**config.mk**
```make
export PLATFORM = sky130hd
export DESIGN_NAME = interrupt_and_transfer_dispatch
export DESIGN_NICKNAME = d
export VERILOG_FILES = /design/src/intc_pkg.sv /design/src/interrupt_and_transfer_dispatch.sv
export VERILOG_INCLUDE_DIRS = /design/src /design/src/src
export SDC_FILE = /design/constraint.sdc
export NUM_CORES = 1
export LEC_CHECK = 0
export BUFFER_PORTS_ARGS = -buffer_cell sky130_fd_sc_hd__buf_2
export CORE_ASPECT_RATIO = 1.25
export CORE_MARGIN = 2
export CORE_UTILIZATION = 44
export CTS_CLUSTER_DIAMETER = 200
export DETAILED_ROUTE_END_ITERATION = 8
export PLACE_DENSITY = 0.7
export SLEW_MARGIN = 40
export SYNTH_ARGS = -nofsm -noshare
export SYNTH_HDL_FRONTEND = slang
export SYNTH_SLANG_ARGS = --single-unit
```
**constraint.sdc**
```tcl
create_clock -name pclk -period 30.3 [get_ports pclk]
set_input_delay 3.03 -clock pclk [delete_from_list [all_inputs] [get_ports pclk]]
set_output_delay 3.03 -clock pclk [all_outputs]
set_load 0.01 [all_outputs]
```
**src/intc_map.svh**
```systemverilog
`ifndef INTC_MAP_SVH
`define INTC_MAP_SVH
// ********************************************************
// register byte offsets
// ********************************************************
`define SYSCTL_OFF   8'h00
`define PRIO_OFF     8'h04
`define SENSE_OFF    8'h08
`define CPUEN_OFF    8'h0C
`define XFEREN_OFF   8'h10
`define DMAEN_OFF    8'h14
`define SWVEC_OFF    8'h18
`define PEND_OFF     8'h1C
`define EVSTAT_OFF   8'h20
`define EVMASK_OFF   8'h24
`define ACCCFG_OFF   8'h28
`define ACCST_OFF    8'h2C
// ********************************************************
// reset values and field positions
// ********************************************************
`define SYSCTL_RST   3'h0
`define PRIO_RST     21'h000000
`define SENSE_RST    16'h0000
`define SWVEC_REQ    7
`define EV_NMI       0
`define EV_CPU       1
`define EV_XFER      2
`define EV_DMA       3
// ********************************************************
// vectors and fixed figures
// ********************************************************
`define NMI_VEC      8'h07
`define NMI_LEVEL    4'h8
`define IRQ0_VEC     8'h10
`define ADI_VEC      8'h1C
`define TMR_VECS     48'h3C_38_30_2C_28_20
`define RXI_VEC      8'h51
`define TXI_VEC      8'h52
`define XFER_BASE    16'h0400
`define HALT_STATE   4'hC
`define HALT_OPCODE  16'h57F3
`endif

```
**src/intc_pkg.sv**
```systemverilog
package intc_pkg;
  typedef enum logic [1:0] {
    MODE_FLAT = 2'h0,
    MODE_RSV1 = 2'h1,
    MODE_PRIO = 2'h2,
    MODE_RSV3 = 2'h3
  } ctrl_mode_type;

  typedef struct packed {
    logic       irq;
    logic [7:0] vec;
    logic [3:0] level;
  } cpu_req_type;

  typedef struct packed {
    logic        start;
    logic [15:0] vaddr;
  } xfer_req_type;
endpackage

```
**src/interrupt_and_transfer_dispatch.sv**
```systemverilog
`timescale 1ns/10ps
`include "intc_map.svh"
module interrupt_and_transfer_dispatch
  import intc_pkg::*;
#(
  parameter int NSRC = 17
) (
  input  wire logic              pclk,
  input  wire logic              presetn,
  input  wire logic              psel,
  input  wire logic              penable,
  input  wire logic              pwrite,
  input  wire logic [7:0]        paddr,
  input  wire logic [31:0]       pwdata,
  output logic      [31:0]       prdata,
  output logic                   pready,
  output logic                   pslverr,
  input  wire logic              nmi_pin,
  input  wire logic [7:0]        external_request_lines,
  input  wire logic              conversion_end_request,
  input  wire logic [5:0]        timer_compare_a_request,
  input  wire logic              serial_rx_full_request,
  input  wire logic              serial_tx_empty_request,
  input  wire logic              cpu_i_mask,
  input  wire logic [2:0]        cpu_mask_level,
  input  wire logic              cpu_nmi_inhibit,
  input  wire logic [3:0]        cpu_exec_state,
  input  wire logic [15:0]       cpu_opcode,
  input  wire logic              cpu_ack,
  output cpu_req_type            cpu_req,
  input  wire logic              xfer_busy,
  output xfer_req_type           xfer_req,
  output logic      [NSRC-1:0]   dma_start,
  output logic                   irq_out
);
  // ********************************************************
  // source tables
  // ********************************************************
  // sources: 0..7 lines, 8 conversion end, 9..14 timer A, 15 rx, 16 tx
  function automatic logic [7:0] src_vector(input int i);
    logic [47:0] t;
    t = `TMR_VECS;
    if (i < 8) return `IRQ0_VEC + 8'(i);
    if (i == 8) return `ADI_VEC;
    if (i < 15) return t[(i-9)*8 +: 8];
    if (i == 15) return `RXI_VEC;
    return `TXI_VEC;
  endfunction

  function automatic int src_module(input int i);
    if (i < 8) return i / 2;
    if (i == 8) return 4;
    if (i < 15) return 5;
    return 6;
  endfunction

  function automatic logic [15:0] xfer_addr(input logic [7:0] v);
    return `XFER_BASE + {7'h00, v, 1'b0};
  endfunction

  // internal=1; 8-bit bus 4 or 6+2m; 16-bit bus 2 or 3+m
  function automatic logic [7:0] acc_states(input logic [6:0] c);
    if (!c[0]) return 8'h01;
    if (c[1]) return c[2] ? 8'(4'h3 + c[6:3]) : 8'h02;
    return c[2] ? 8'(5'h06 + {c[6:3], 1'b0}) : 8'h04;
  endfunction

  // ********************************************************
  // registers
  // ********************************************************
  logic [2:0]      sysctl_q;
  logic [20:0]     prio_q;
  logic [15:0]     sense_q;
  logic [NSRC-1:0] cpuen_q, xferen_q, dmaen_q, pend_q, pend_d, prev_q, clr;
  logic [7:0]      swvec_q;
  logic [3:0]      evstat_q, evmask_q, ev_set;
  logic [6:0]      acccfg_q;
  logic [2:0]      nmi_sync_q;
  logic [7:0]      irq_s1_q, irq_s2_q;
  logic            nmi_pend_q, nmi_edge, nmi_take;
  logic [NSRC-1:0] lvl_in, evt;
  logic            wr_en, rd_setup, hit;
  logic [31:0]     rd_val;
  ctrl_mode_type   mode;
  logic [7:0]      xfer_vec_q;

  assign mode   = ctrl_mode_type'(sysctl_q[1:0]);
  assign wr_en  = psel & penable & pready & pwrite;
  assign rd_setup = psel & ~penable;

  // ********************************************************
  // apb slave
  // ********************************************************
  always_comb begin
    hit    = 1'b1;
    rd_val = 32'h0000_0000;
    unique case (paddr)
      `SYSCTL_OFF: rd_val = {29'h0, sysctl_q};
      `PRIO_OFF:   rd_val = {11'h0, prio_q};
      `SENSE_OFF:  rd_val = {16'h0, sense_q};
      `CPUEN_OFF:  rd_val = 32'(cpuen_q);
      `XFEREN_OFF: rd_val = 32'(xferen_q);
      `DMAEN_OFF:  rd_val = 32'(dmaen_q);
      `SWVEC_OFF:  rd_val = {24'h0, swvec_q};
      `PEND_OFF:   rd_val = 32'(pend_q);
      `EVSTAT_OFF: rd_val = {28'h0, evstat_q};
      `EVMASK_OFF: rd_val = {28'h0, evmask_q};
      `ACCCFG_OFF: rd_val = {25'h0, acccfg_q};
      `ACCST_OFF:  rd_val = {24'h0, acc_states(acccfg_q)};
      default:     hit = 1'b0;
    endcase
  end

  always_ff @(posedge pclk or negedge presetn) begin
    if (!presetn) begin
      pready  <= 1'b0;
      pslverr <= 1'b0;
      prdata  <= 32'h0000_0000;
    end else begin
      pready  <= rd_setup;
      pslverr <= rd_setup & ~hit;
      prdata  <= rd_setup ? rd_val : 32'h0000_0000;
    end
  end

  always_ff @(posedge pclk or negedge presetn) begin
    if (!presetn) begin
      sysctl_q <= `SYSCTL_RST;
      prio_q   <= `PRIO_RST;
      sense_q  <= `SENSE_RST;
      cpuen_q  <= '0;
      xferen_q <= '0;
      dmaen_q  <= '0;
      evmask_q <= 4'h0;
      acccfg_q <= 7'h00;
    end else if (wr_en) begin
      unique case (paddr)
        `SYSCTL_OFF: sysctl_q <= pwdata[2:0];
        `PRIO_OFF:   prio_q   <= pwdata[20:0];
        `SENSE_OFF:  sense_q  <= pwdata[15:0];
        `CPUEN_OFF:  cpuen_q  <= pwdata[NSRC-1:0];
        `XFEREN_OFF: xferen_q <= pwdata[NSRC-1:0];
        `DMAEN_OFF:  dmaen_q  <= pwdata[NSRC-1:0];
        `EVMASK_OFF: evmask_q <= pwdata[3:0];
        `ACCCFG_OFF: acccfg_q <= pwdata[6:0];
        default: ;
      endcase
    end
  end

  // ********************************************************
  // input sensing
  // ********************************************************
  always_ff @(posedge pclk or negedge presetn) begin
    if (!presetn) begin
      // idle-high pins: reset to 1 so release makes no false edge
      nmi_sync_q <= 3'h7;
      irq_s1_q   <= 8'hFF;
      irq_s2_q   <= 8'hFF;
      prev_q     <= NSRC'(8'hFF);
    end else begin
      nmi_sync_q <= {nmi_sync_q[1:0], nmi_pin};
      irq_s1_q   <= external_request_lines;
      irq_s2_q   <= irq_s1_q;
      prev_q     <= lvl_in;
    end
  end

  assign lvl_in = {serial_tx_empty_request, serial_rx_full_request,
                   timer_compare_a_request, conversion_end_request, irq_s2_q};
  // sense 00 low level, 01 falling, 10 rising, 11 both
  always_comb begin
    for (int i = 0; i < NSRC; i++) begin
      if (i < 8) begin
        unique case (sense_q[2*i +: 2])
          2'h0:    evt[i] = ~lvl_in[i];
          2'h1:    evt[i] = prev_q[i] & ~lvl_in[i];
          2'h2:    evt[i] = ~prev_q[i] & lvl_in[i];
          default: evt[i] = prev_q[i] ^ lvl_in[i];
        endcase
      end else begin
        evt[i] = lvl_in[i] & ~prev_q[i];
      end
    end
  end
  // sysctl bit 2 set selects rising edge
  assign nmi_edge = sysctl_q[2] ? (nmi_sync_q[1] & ~nmi_sync_q[2])
                                : (~nmi_sync_q[1] & nmi_sync_q[2]);

  // ********************************************************
  // cpu arbitration
  // ********************************************************
  logic       cpu_any;
  logic [2:0] best_lvl;
  int         best;
  always_comb begin
    cpu_any  = 1'b0;
    best_lvl = 3'h0;
    best     = 0;
    for (int i = NSRC - 1; i >= 0; i--) begin
      // lowest index wins a tie; transfer-enabled sources go elsewhere
      if (pend_q[i] & cpuen_q[i] & ~xferen_q[i]) begin
        if (mode == MODE_PRIO) begin
          if (prio_q[3*src_module(i) +: 3] > cpu_mask_level &&
              (!cpu_any || prio_q[3*src_module(i) +: 3] >= best_lvl)) begin
            cpu_any  = 1'b1;
            best_lvl = prio_q[3*src_module(i) +: 3];
            best     = i;
          end
        end else if (!cpu_i_mask) begin
          cpu_any = 1'b1;
          best    = i;
        end
      end
    end
  end

  // nmi nests over anything; opcode 57F3 in state 12 lifts the inhibit
  assign nmi_take = nmi_pend_q & (~cpu_nmi_inhibit |
                    (cpu_exec_state == `HALT_STATE && cpu_opcode == `HALT_OPCODE));

  logic [NSRC-1:0] cpu_src_q;
  logic            cpu_nmi_q;
  always_ff @(posedge pclk or negedge presetn) begin
    if (!presetn) begin
      cpu_req   <= '0;
      cpu_src_q <= '0;
      cpu_nmi_q <= 1'b0;
    end else if (nmi_take) begin
      cpu_req   <= '{irq: 1'b1, vec: `NMI_VEC, level: `NMI_LEVEL};
      cpu_src_q <= '0;
      cpu_nmi_q <= 1'b1;
    end else begin
      cpu_req   <= '{irq: cpu_any, vec: src_vector(best), level: {1'b0, best_lvl}};
      cpu_src_q <= cpu_any ? NSRC'(1) << best : '0;
      cpu_nmi_q <= 1'b0;
    end
  end

  // ********************************************************
  // transfer controller start, fixed order
  // ********************************************************
  logic       x_any;
  logic [7:0] x_vec;
  int         x_idx;
  always_comb begin
    x_any = swvec_q[`SWVEC_REQ];
    x_vec = {1'b0, swvec_q[6:0]};
    x_idx = NSRC;
    for (int i = NSRC - 1; i >= 0; i--) begin
      if (!swvec_q[`SWVEC_REQ] && pend_q[i] && xferen_q[i]) begin
        x_any = 1'b1;
        x_vec = src_vector(i);
        x_idx = i;
      end
    end
  end

  logic x_go;
  assign x_go = x_any & ~xfer_busy & ~xfer_req.start;

  // the engine itself fetches, moves and writes back its register set
  always_ff @(posedge pclk or negedge presetn) begin
    if (!presetn) begin
      xfer_req   <= '0;
      xfer_vec_q <= 8'h00;
    end else begin
      xfer_req.start <= x_go;
      if (x_go) begin
        xfer_req.vaddr <= xfer_addr(x_vec);
        xfer_vec_q     <= x_vec;
      end
    end
  end

  always_ff @(posedge pclk or negedge presetn) begin
    if (!presetn) begin
      swvec_q <= 8'h00;
    end else if (wr_en && paddr == `SWVEC_OFF) begin
      swvec_q <= pwdata[7:0];
    end else if (x_go && swvec_q[`SWVEC_REQ]) begin
      swvec_q[`SWVEC_REQ] <= 1'b0;
    end
  end

  // ********************************************************
  // pending flags and dma; a new event wins over its clear
  // ********************************************************
  always_comb begin
    clr = cpu_ack ? cpu_src_q : '0;
    if (x_go && x_idx < NSRC) clr[x_idx] = 1'b1;
    pend_d = (pend_q & ~clr) | evt;
  end

  always_ff @(posedge pclk or negedge presetn) begin
    if (!presetn) begin
      pend_q     <= '0;
      nmi_pend_q <= 1'b0;
      dma_start  <= '0;
    end else begin
      pend_q     <= pend_d;
      nmi_pend_q <= nmi_edge | (nmi_pend_q & ~(cpu_ack & cpu_nmi_q));
      dma_start  <= evt & dmaen_q;
    end
  end

  // ********************************************************
  // event status and interrupt output
  // ********************************************************
  assign ev_set = {|dma_start, xfer_req.start, cpu_ack, nmi_edge};
  always_ff @(posedge pclk or negedge presetn) begin
    if (!presetn) begin
      evstat_q <= 4'h0;
      irq_out  <= 1'b0;
    end else begin
      evstat_q <= (evstat_q & ~((wr_en && paddr == `EVSTAT_OFF) ? pwdata[3:0] : 4'h0))
                  | ev_set;
      irq_out  <= |(evstat_q & evmask_q);
    end
  end

  // ********************************************************
  // checks
  // ********************************************************
  a_nmi_level: assert property (@(posedge pclk) disable iff (!presetn)
    cpu_req.irq && cpu_nmi_q |-> cpu_req.level == `NMI_LEVEL && cpu_req.vec == `NMI_VEC)
    else $error("nmi not at level 8");
  a_nmi_catch: assert property (@(posedge pclk) disable iff (!presetn)
    nmi_edge |=> nmi_pend_q)
    else $error("nmi edge lost");
  a_xfer_addr: assert property (@(posedge pclk) disable iff (!presetn)
    xfer_req.start |-> xfer_req.vaddr == `XFER_BASE + {7'h00, xfer_vec_q, 1'b0})
    else $error("bad transfer vector address");
  a_adi_addr: assert property (@(posedge pclk) disable iff (!presetn)
    xfer_req.start && xfer_vec_q == `ADI_VEC |-> xfer_req.vaddr == 16'h0438)
    else $error("conversion end address wrong");
  a_sw_first: assert property (@(posedge pclk) disable iff (!presetn)
    swvec_q[`SWVEC_REQ] && !xfer_busy && !xfer_req.start && !wr_en
    |=> xfer_req.start && xfer_vec_q == {1'b0, $past(swvec_q[6:0])})
    else $error("software transfer not first");
  a_prio_mask: assert property (@(posedge pclk) disable iff (!presetn)
    cpu_req.irq && !cpu_nmi_q && $past(mode) == MODE_PRIO
    |-> cpu_req.level > {1'b0, $past(cpu_mask_level)})
    else $error("level not above mask");
  a_flat_mask: assert property (@(posedge pclk) disable iff (!presetn)
    $past(mode) == MODE_FLAT && $past(cpu_i_mask) && !cpu_nmi_q |-> !cpu_req.irq)
    else $error("masked request reached cpu");
  a_steal_cpu: assert property (@(posedge pclk) disable iff (!presetn)
    cpu_req.irq && !cpu_nmi_q |-> ($past(xferen_q) & cpu_src_q) == '0)
    else $error("transfer source sent to cpu");
  a_unmapped: assert property (@(posedge pclk) disable iff (!presetn)
    psel && !penable && paddr > `ACCST_OFF |=> pslverr && pready)
    else $error("unmapped access not refused");
  a_irq_out: assert property (@(posedge pclk) disable iff (!presetn)
    irq_out == $past(|(evstat_q & evmask_q)))
    else $error("interrupt output mismatch");
endmodule

```
-- After elaboration in Yosys (flattened, before gate mapping)
Index checks and enable logic that the tools add are counted.
- bits of input ports: 90
- word-level logic and storage cells: 1015
- output and inout port bits: 82
- register bits after elaboration: 268
- $add $sub $neg: 5
- $lt $le $gt $ge: 37
- reductions and logical operators: 110
- bitwise logic cells: 140
- mux-type cells: 600
- equal/unequal tests: 32
- $mul: 30
- shifts and indexed selects: 32
- operators by type and width (cell ; count):
    32-bit 2-to-1 mux ; 159
    3-bit by 32-bit multiplier with 32-bit output, first input constant ; 30
    21-bit by 32-bit indexed part select with 3-bit output ; 30
    8-bit 2-to-1 mux ; 46
    1-bit 2-to-1 mux ; 269
    21-bit case mux with 12 select lines ; 1
    3-bit 2-to-1 mux ; 66
    1-bit bitwise AND ; 71
    17-bit 2-to-1 mux ; 4
    2-bit 2-to-1 mux ; 33
    32-bit by 5-bit equality test with 1-bit output, second input constant ; 2
    32-bit by 5-bit less-than comparator with 1-bit output, second input constant ; 2
    1-bit logical AND ; 56
    1-bit inverter ; 50
    7-bit 2-to-1 mux ; 7
    3-bit >= comparator ; 16
    3-bit > comparator ; 16
    48-bit by 32-bit indexed part select with 8-bit output, first input constant ; 1
    17-bit bitwise AND ; 2
    17-bit OR ; 2
    8-bit by 5-bit equality test with 1-bit output, second input constant ; 4
    8-bit by 6-bit equality test with 1-bit output, second input constant ; 4
    32-bit by 1-bit >= comparator with 1-bit output, second input constant ; 1
    32-bit by 6-bit less-than comparator with 1-bit output, second input constant ; 1
    34 further kinds ; 113

-- Depth between registers and ports, before layout
Gate-level depths: netlist of the first run.
- depth in word-level cells: 283
- mapped depth: 131
- gate-level depth less buffers: 130

-- Worst setup path after synthesis of the first run
Ideal clock, no wire load.
- kind: input to register
- from: input port cpu_mask_level[1]
- to: register cpu_req[7] in the netlist's numbering
- buffers on the path: 1
- setup slack: 4.964 ns
- data arrival time: 25.233 ns
- cell stages on the path: 119
- data required time: 30.196 ns
- setup time: 0.104 ns
- cell sequence: inv_1 -> ha_1 -> nor2b_1 -> o21a_1 -> o211ai_1 -> nor2_1 -> ha_1 -> or3b_1 -> a221oi_1 -> o211a_1 -> nor2_1 -> mux2_2 -> ha_1 -> o21ai_0 -> a21oi_1 -> a31oi_1 -> o32a_1 -> nand2_1 -> [83 not listed] -> nand2b_1 -> a21oi_1 -> nor2b_1 -> o311ai_4 -> mux2_2 -> ha_1 -> nand2b_1 -> a21o_1 -> a21oi_1 -> nor2_1 -> a21oi_1 -> and2_1 -> a21boi_0 -> a21oi_1 -> ha_1 -> o311ai_1 -> o211ai_1 -> a221oi_1
- word-level cells in the longest chain between the ends: 111
- elaborated cells between the ends (all ways): 288
- those cells by class: add/sub: 2; order compare: 34; eq/ne: 2; shift: 1; mux: 201; reduce/logical: 48
- RTL lines (element ; RTL line ; text):
    start: declaration ; interrupt_and_transfer_dispatch.sv:25 ; input wire logic [2:0] cpu_mask_level,
    3-bit > comparator ; interrupt_and_transfer_dispatch.sv:204 ; if (prio_q[3*src_module(i) +: 3] > cpu_mask_level &&
    3-bit 2-to-1 mux or 1-bit 2-to-1 mux (tied branches) ; interrupt_and_transfer_dispatch.sv:204 ;
    3-bit 2-to-1 mux or 1-bit 2-to-1 mux (tied branches) ; interrupt_and_transfer_dispatch.sv:203 ; if (mode == MODE_PRIO) begin
    3-bit 2-to-1 mux or 1-bit 2-to-1 mux (tied branches) ; interrupt_and_transfer_dispatch.sv:202 ; if (pend_q[i] & cpuen_q[i] & ~xferen_q[i]) begin
    3-bit >= comparator or 1-bit logical NOT (tied branches) ; interrupt_and_transfer_dispatch.sv:205 ; (!cpu_any || prio_q[3*src_module(i) +: 3] >= best_lvl)) begin
    1-bit logical OR ; interrupt_and_transfer_dispatch.sv:205 ;
    1-bit logical AND ; interrupt_and_transfer_dispatch.sv:204 ;
    3-bit 2-to-1 mux or 1-bit 2-to-1 mux (tied branches) ; interrupt_and_transfer_dispatch.sv:204 ;
    [87 not listed] ; n/a ;
    1-bit logical OR ; interrupt_and_transfer_dispatch.sv:205 ;
    1-bit logical AND ; interrupt_and_transfer_dispatch.sv:204 ;
    32-bit 2-to-1 mux ; interrupt_and_transfer_dispatch.sv:204 ;
    32-bit 2-to-1 mux ; interrupt_and_transfer_dispatch.sv:203 ;
    32-bit 2-to-1 mux (*) ; interrupt_and_transfer_dispatch.sv:202 ;
    parallel branches: the longest is 9 deep, another holds 29-bit by 5-bit subtractor with 29-bit output ; n/a ;
    8-bit 2-to-1 mux (*) ; interrupt_and_transfer_dispatch.sv:44 ; if (i == 8) return `ADI_VEC;
    13-bit 2-to-1 mux (*) ; interrupt_and_transfer_dispatch.sv:229 ; end else if (nmi_take) begin
    end signal: assignment ; interrupt_and_transfer_dispatch.sv:230 ; cpu_req <= '{irq: 1'b1, vec: `NMI_VEC, level: `NMI_LEVEL};
    end signal: assignment ; interrupt_and_transfer_dispatch.sv:234 ; cpu_req <= '{irq: cpu_any, vec: src_vector(best), level: {1'b0, best_lvl}};
    end: declaration ; interrupt_and_transfer_dispatch.sv:30 ; output cpu_req_type cpu_req,
Every way passes the cells marked *. The select of a mux whose other input is x is not followed.
A chain may end at the register's enable or synchronous reset.

-- Final worst setup path of the first run
- from: input port cpu_mask_level[1]
- to: register cpu_req[6] in the netlist's numbering
Same word-level chain as after synthesis.

==> metrics, run 1 <==
Slew headroom=43.3%; RePlAce Congestion=0.937; worst-path fanout max=9; outcome=completed; Hold EP=irq_s2_q[6]; vias=11917; slowest CP cell=or4_4; CP Launch Type=input pin; Seq/Total Area, Yosys=43.5%; setup TNS=0 ps; vias in the first global route=11678; Clk Latency, worst-skew pair=550 ps; most frequent cells in the layout=dfrtp_1, nand2_1, buf_2, mux2_2, nor2_1; Place WS=570 ps; num ports=172; largest net degree at the start of global routing=101; PortBufs=140; total die area=33900 sq um; Slew Limit Fails=0; num rows=73; initial antenna violation count=1; Layout Nets=1747; clk buf depth=3; initial DRC count=894; Vias/cell=5.95; Reg-to-Reg End=cpu_req[6]; antenna-violating nets left=0; final setup fails=0; hold depth=0; Die Ht=205 um; critical path class=input pin to register; Die W=165 um; Post-Place Cells=1949; Post-Syn Instances=1425; Starting Density=44.8%; commonest non-fill, non-tap cell in the layout=dfrtp_1; placed wire-length estimate=32500 um; first-pass GRT wire length=65800 um; Tmin final=28520 ps; total of fill cells in the finished design=2860; Hold Path Class=register to register; crit end category=register; syn_area_per_cell=10.0 sq um; layout cells sized above 1=24.1%; Pwr Density=42.4 nW/um^2; Synth Warn #=0; Num CTS Buffers=26; register bit total from synthesis=247; total track usage=25.4%; ys async rst share=100%; R2R cell count=123; Critical Path Most Common Cell=ha_1; EDFF count, synth=0; cts hold-fix bufs=0; Crit path required time=30720 ps; Final Cycle Share=94.1%; crit path from=cpu_mask_level[1]; Detailed Route WL=42900 um; final hold violations=0; reg2reg start=prio_q[18]; drt first pass iters=5; Worst-path clk slew=60 ps; Core Util, Final=51.0%; Synth Cell Area=14300 sq um; Sink Count=247; Yosys cell types=88; WL/cell=21.4 um; core area=31900 sq um; Top FF cell, synth=dfrtp_1; Clock Tree Root=clkbuf_16; CTS tree=yes; Least-Margin Pin Slew=849 ps; global route overflow=0; Area Growth Syn to Fin=13.9%; final setup margin=1780 ps; # DRC=0; CTS H-tree lvls=1; hold path startpoint=irq_s1_q[6]; Max Cap Viol=0; Final Non-Filler Cells=2002; Crit path arrival time=28940 ps; R2R Setup Slk=4030 ps; Leak=0.00759 uW; Worst Skew=13.2 ps; Max VDD drop=0.0399 mV; RSZ-0062 raised after global routing=no; Critical Path Max Stage Delay=580 ps; Fmax achieved=35.1 MHz
-- registers in the layout, summed over array words and instances, names as in the netlist, 17 cells and up --
signal and cells:
xferen_q 17, dmaen_q 17, prev_q 17, prio_q 21, cpu_src_q 17, prdata 21, cpuen_q 17, dma_start 17
pend_q 17
-- layer usage --
layer | up-vias | track usage (%) | wire (um)
li1 | 5505 | - | -
met2 | 415 | 42.9 | 21100
met4 | 0 | 11.1 | 1850
met1 | 5899 | 31.8 | 17200
met3 | 98 | 4.62 | 2810
met5 | - | 0 | 0
-- cell usage after synthesis (8+ instances only) --
cell type	n	area, sq um
and3_1	19	119
inv_1	66	248
a21o_1	20	150
o22ai_1	8	50.1
nand2_1	148	556
nor2b_1	12	75.1
nand3_1	27	135
nand2b_1	22	138
dfstp_2	27	709
nand3b_1	23	173
o21a_1	13	97.6
dfrtp_1	220	5510
nand4_1	11	68.8
nor2_1	102	383
nor3_1	17	85.1
mux2_2	118	1330
ha_1	88	1100
a211oi_1	23	173
a21oi_1	62	310
mux2i_1	8	80.1
a22oi_1	45	338
a31o_2	8	70.1
o21ai_0	73	365
buf_4	21	158
a22o_1	8	70.1
a221oi_1	10	87.6
a31oi_1	24	150
and2_1	29	181
nor4_1	9	56.3
clkbuf_1	27	101
-- cell families after synthesis --
kind of cell / after synthesis / synth area share [%]
XOR/XNOR: 4 / 0.245
buffers and inverters: 125 / 3.95
multiplexers: 127 / 10.0
adder cells (fa/ha/maj): 88 / 7.71
flip-flops: 247 / 43.5
AND/OR/NAND/NOR: 464 / 16.5
other: 1 / 0.0263
AO/OA/AOI/OAI: 369 / 18.0
-- critical path: cells and delay by family --
family	cells	cell delay (ps)
adders and majority gates	17	4620
xor gates and xnor gates	1	200
buffers and inverters	6	700
AOI/OAI and AO/OA	55	11870
and+or+nand+nor	39	5980
muxes	7	2550
-- cell type report --
cell class / instances / area, sq um / area share, %
Timing Repair Buffer: 156 / 838 / 5.16
Clock inverter: 9 / 56.3 / 0.346
Inverter: 66 / 248 / 1.52
Sequential cell: 247 / 6220 / 38.2
Tap cell: 412 / 515 / 3.17
Antenna cell: 1 / 2.50 / 0.0154
Clock buffer: 39 / 761 / 4.68
Multi-Input combinational cell: 1072 / 7620 / 46.9
-- through the flow --
step	instance area (sq um)	hold slack, ps	total power, uW
6_report	16300	355	690
5_1_grt	16300	358	714
4_1_cts	16200	356	695
3_5_place_dp	15400	347	388
3_3_place_gp	15300	345	386
2_1_floorplan	14300	345	366
-- where the power goes --
part | switching [uW] | total (uW) | internal (uW)
clock network | 134 | 308 | 174
logic | 28.2 | 41.8 | 13.7
registers | 3.38 | 340 | 336
total | 166 | 690 | 524
-- timing repair --
| action | CTS | global route |
|---|---|---|
| endpoints found under the setup margin | 0 | 24 |
| buffers inserted | 0 | 4 |
| endpoints found under the hold margin | 0 | 0 |
| gates resized for setup | 0 | 3 |
-- how the worst max path moves through the flow --
stage	slack, ps	endpoint
after global placement	930	cpu_req[6]
after global routing	70	cpu_req[7]
final	1780	cpu_req[6]
after detailed placement	570	cpu_req[7]
after CTS	1100	cpu_req[7]
after floorplan	4960	cpu_req[7]
Note: power is estimated with default switching activity, not from simulation.
==> inputs of run 2 (changes only) <==
==> constraint.sdc (replaced) <==
create_clock -name pclk -period 30.3 [get_ports pclk]
set_input_delay 6.06 -clock pclk [delete_from_list [all_inputs] [get_ports pclk]]
set_output_delay 6.06 -clock pclk [all_outputs]
set_load 0.01 [all_outputs]
==> run 2 against run 1 <==
Against the previous run:
- non-clock buffer count rose by 87
- cell count is 4.3% higher
- die area unchanged
- clock skew up 1.6 ps
- flip-flop and latch count is the same
- worst hold slack hardly changed
- fmax decreased by 0.52%
- final area rose by 4.8%
- count of clock-buffer cells in the layout shrank 3
- register-to-register slack gained 2700 ps
- power grew 2.6%
- combinational power rose by 4.8%
- highest routed layer unchanged
==> metrics, run 2 (synthesis results as in run 1) <==
outcome=completed; Max Cap Viol=0 (unchanged); Top Registers=prdata (21), prio_q (21); crit end category=register; Detailed Route WL=43900 um (+2.4%); Layout Nets=1834 (+5.0%); Worst Skew=14.7 ps (+1.56 ps); worst-path fanout max=6 (-3); Critical Path Max Stage Delay=520 ps (-60 ps); WL/cell=21.0 um (-1.8%); Place WS=751 ps (+181 ps); slowest CP cell=or4_4; Area Growth Syn to Fin=19.3%; NetSw=167 uW (+1.1%); Clock Tree Root=clkbuf_16; Critical Path Most Common Cell=ha_1; Die W=165 um (unchanged); Max VDD drop=0.0465 mV (+16%); global route overflow=0 (unchanged); most frequent cells in the layout=dfrtp_1, nand2_1, buf_2, mux2_2; Leak=0.00807 uW (+6.4%); # DRC=0 (unchanged); Sequential Power Share=48.0% (-1.3 points); Post-Place Cells=2038 (+4.6%); setup TNS=0 ps (unchanged); total track usage=25.9% (+0.44 points); initial antenna violation count=1 (unchanged); CP Launch Type=input pin; cts hold-fix bufs=0 (unchanged); Hold Path Class=register to register; drt first pass iters=6 (+1); Least-Margin Pin Slew=844 ps (-5.71 ps); core area=31900 sq um (unchanged); RePlAce Congestion=0.958 (+2.2%); Vias/cell=5.89 (-1.1%); Pwr Density=41.5 nW/um^2 (-2.1%); R2R Setup Slk=6700 ps (+2670 ps); Crit path required time=30720 ps (about the same); Fmax achieved=34.9 MHz (-0.52%); Core Util, Final=53.4% (+2.4 points); Slew headroom=43.6% (+0.31 points); vias in the first global route=12344 (+5.7%); num rows=73 (unchanged); Final Cycle Share=94.6% (+0.49 points); clk buf depth=3 (unchanged); CTS tree=yes; Crit path arrival time=29090 ps (+150 ps); Clk Latency, worst-skew pair=550 ps (about the same); final hold violations=0 (unchanged); Final Non-Filler Cells=2088 (+4.3%); Tmin final=28670 ps (+148 ps); final setup margin=1630 ps (-148 ps); PortBufs=140 (unchanged); Starting Density=44.8% (unchanged); final setup fails=0 (unchanged); Slew Limit Fails=0 (unchanged); CTS H-tree lvls=1 (unchanged); clock network power share=45.8% (+1.2 points); sw frac=23.7% (-0.36 points); commonest non-fill, non-tap cell in the layout=dfrtp_1; placed wire-length estimate=33400 um (+2.8%); Die Ht=205 um (unchanged); vias=12295 (+3.2%); Sink Count=247 (unchanged); Min Hold Slack=355 ps (+0.0860 ps); total die area=33900 sq um (unchanged); first-pass GRT wire length=67400 um (+2.4%); layout cells sized above 1=28.9% (+4.8 points); Num CTS Buffers=26 (unchanged); Internal Power=540 uW (+3.1%); antenna-violating nets left=0 (unchanged); combinational share of power=6.2% (about the same); num ports=172 (unchanged); largest net degree at the start of global routing=107 (+5.9%); critical path class=input pin to register; initial DRC count=938 (+4.9%); Worst-path clk slew=60 ps (about the same)
run 2: path summary, 6_finish.rpt:
check                      cells past startpoint         startpoint            end
min                                            0        irq_s1_q[3]    irq_s2_q[3]
min in group asynchronous                      1            presetn  dma_start[13]
max in group asynchronous                      3            presetn     sense_q[2]
min reg2reg                                    0        irq_s1_q[3]    irq_s2_q[3]
max                                          122  cpu_mask_level[1]     cpu_req[7]
max reg2reg                                  121         prio_q[18]     cpu_req[7]
run 2: power by group through the flow:
stage	clock [uW]	sequential, uW	combinational (uW)
finish	324	340	43.8
global placement	0	345	41.9
floorplan	0	346	20.2
global route	343	340	49.1
CTS	329	340	43.5
detailed placement	0	346	43.3
run 2: critical path: cells and delay by family:
| family | cells | cell delay, ps |
|---|---|---|
| AOI/OAI and AO/OA | 56 | 10270 |
| and+or+nand+nor | 38 | 5380 |
| adders and majority gates | 17 | 4630 |
| muxes | 6 | 2070 |
| buffers and inverters | 5 | 640 |
run 2: metal layers:
metal  GRT usage, %  wire, um
met5              0         0
met2           43.5     21400
met3           3.99      2950
met4           13.1      2070
met1           32.1     17500
run 2: cell type report:
type | count | area [sq um]
Clock buffer | 36 | 779
Antenna cell | 1 | 2.50
Sequential cell | 247 | 6220
Tap cell | 412 | 515
Fill cell | 2837 | 14800
Inverter | 66 | 248
Clock inverter | 11 | 93.8
Timing Repair Buffer | 243 | 1510
Multi-Input combinational cell | 1072 | 7670
run 2: per-stage QoR:
| step | power (uW) | cell area (sq um) |
|---|---|---|
| 4_1_cts | 713 | 16900 |
| 3_3_place_gp | 387 | 16000 |
| 5_1_grt | 733 | 17000 |
| 6_report | 708 | 17000 |
| 3_5_place_dp | 389 | 16100 |
| 2_1_floorplan | 366 | 14300 |
run 2: timing repair:
| item | CTS | global route |
|---|---|---|
| setup endpoints to repair | 0 | 24 |
| resized for setup | 0 | 17 |
| setup buffers | 0 | 1 |
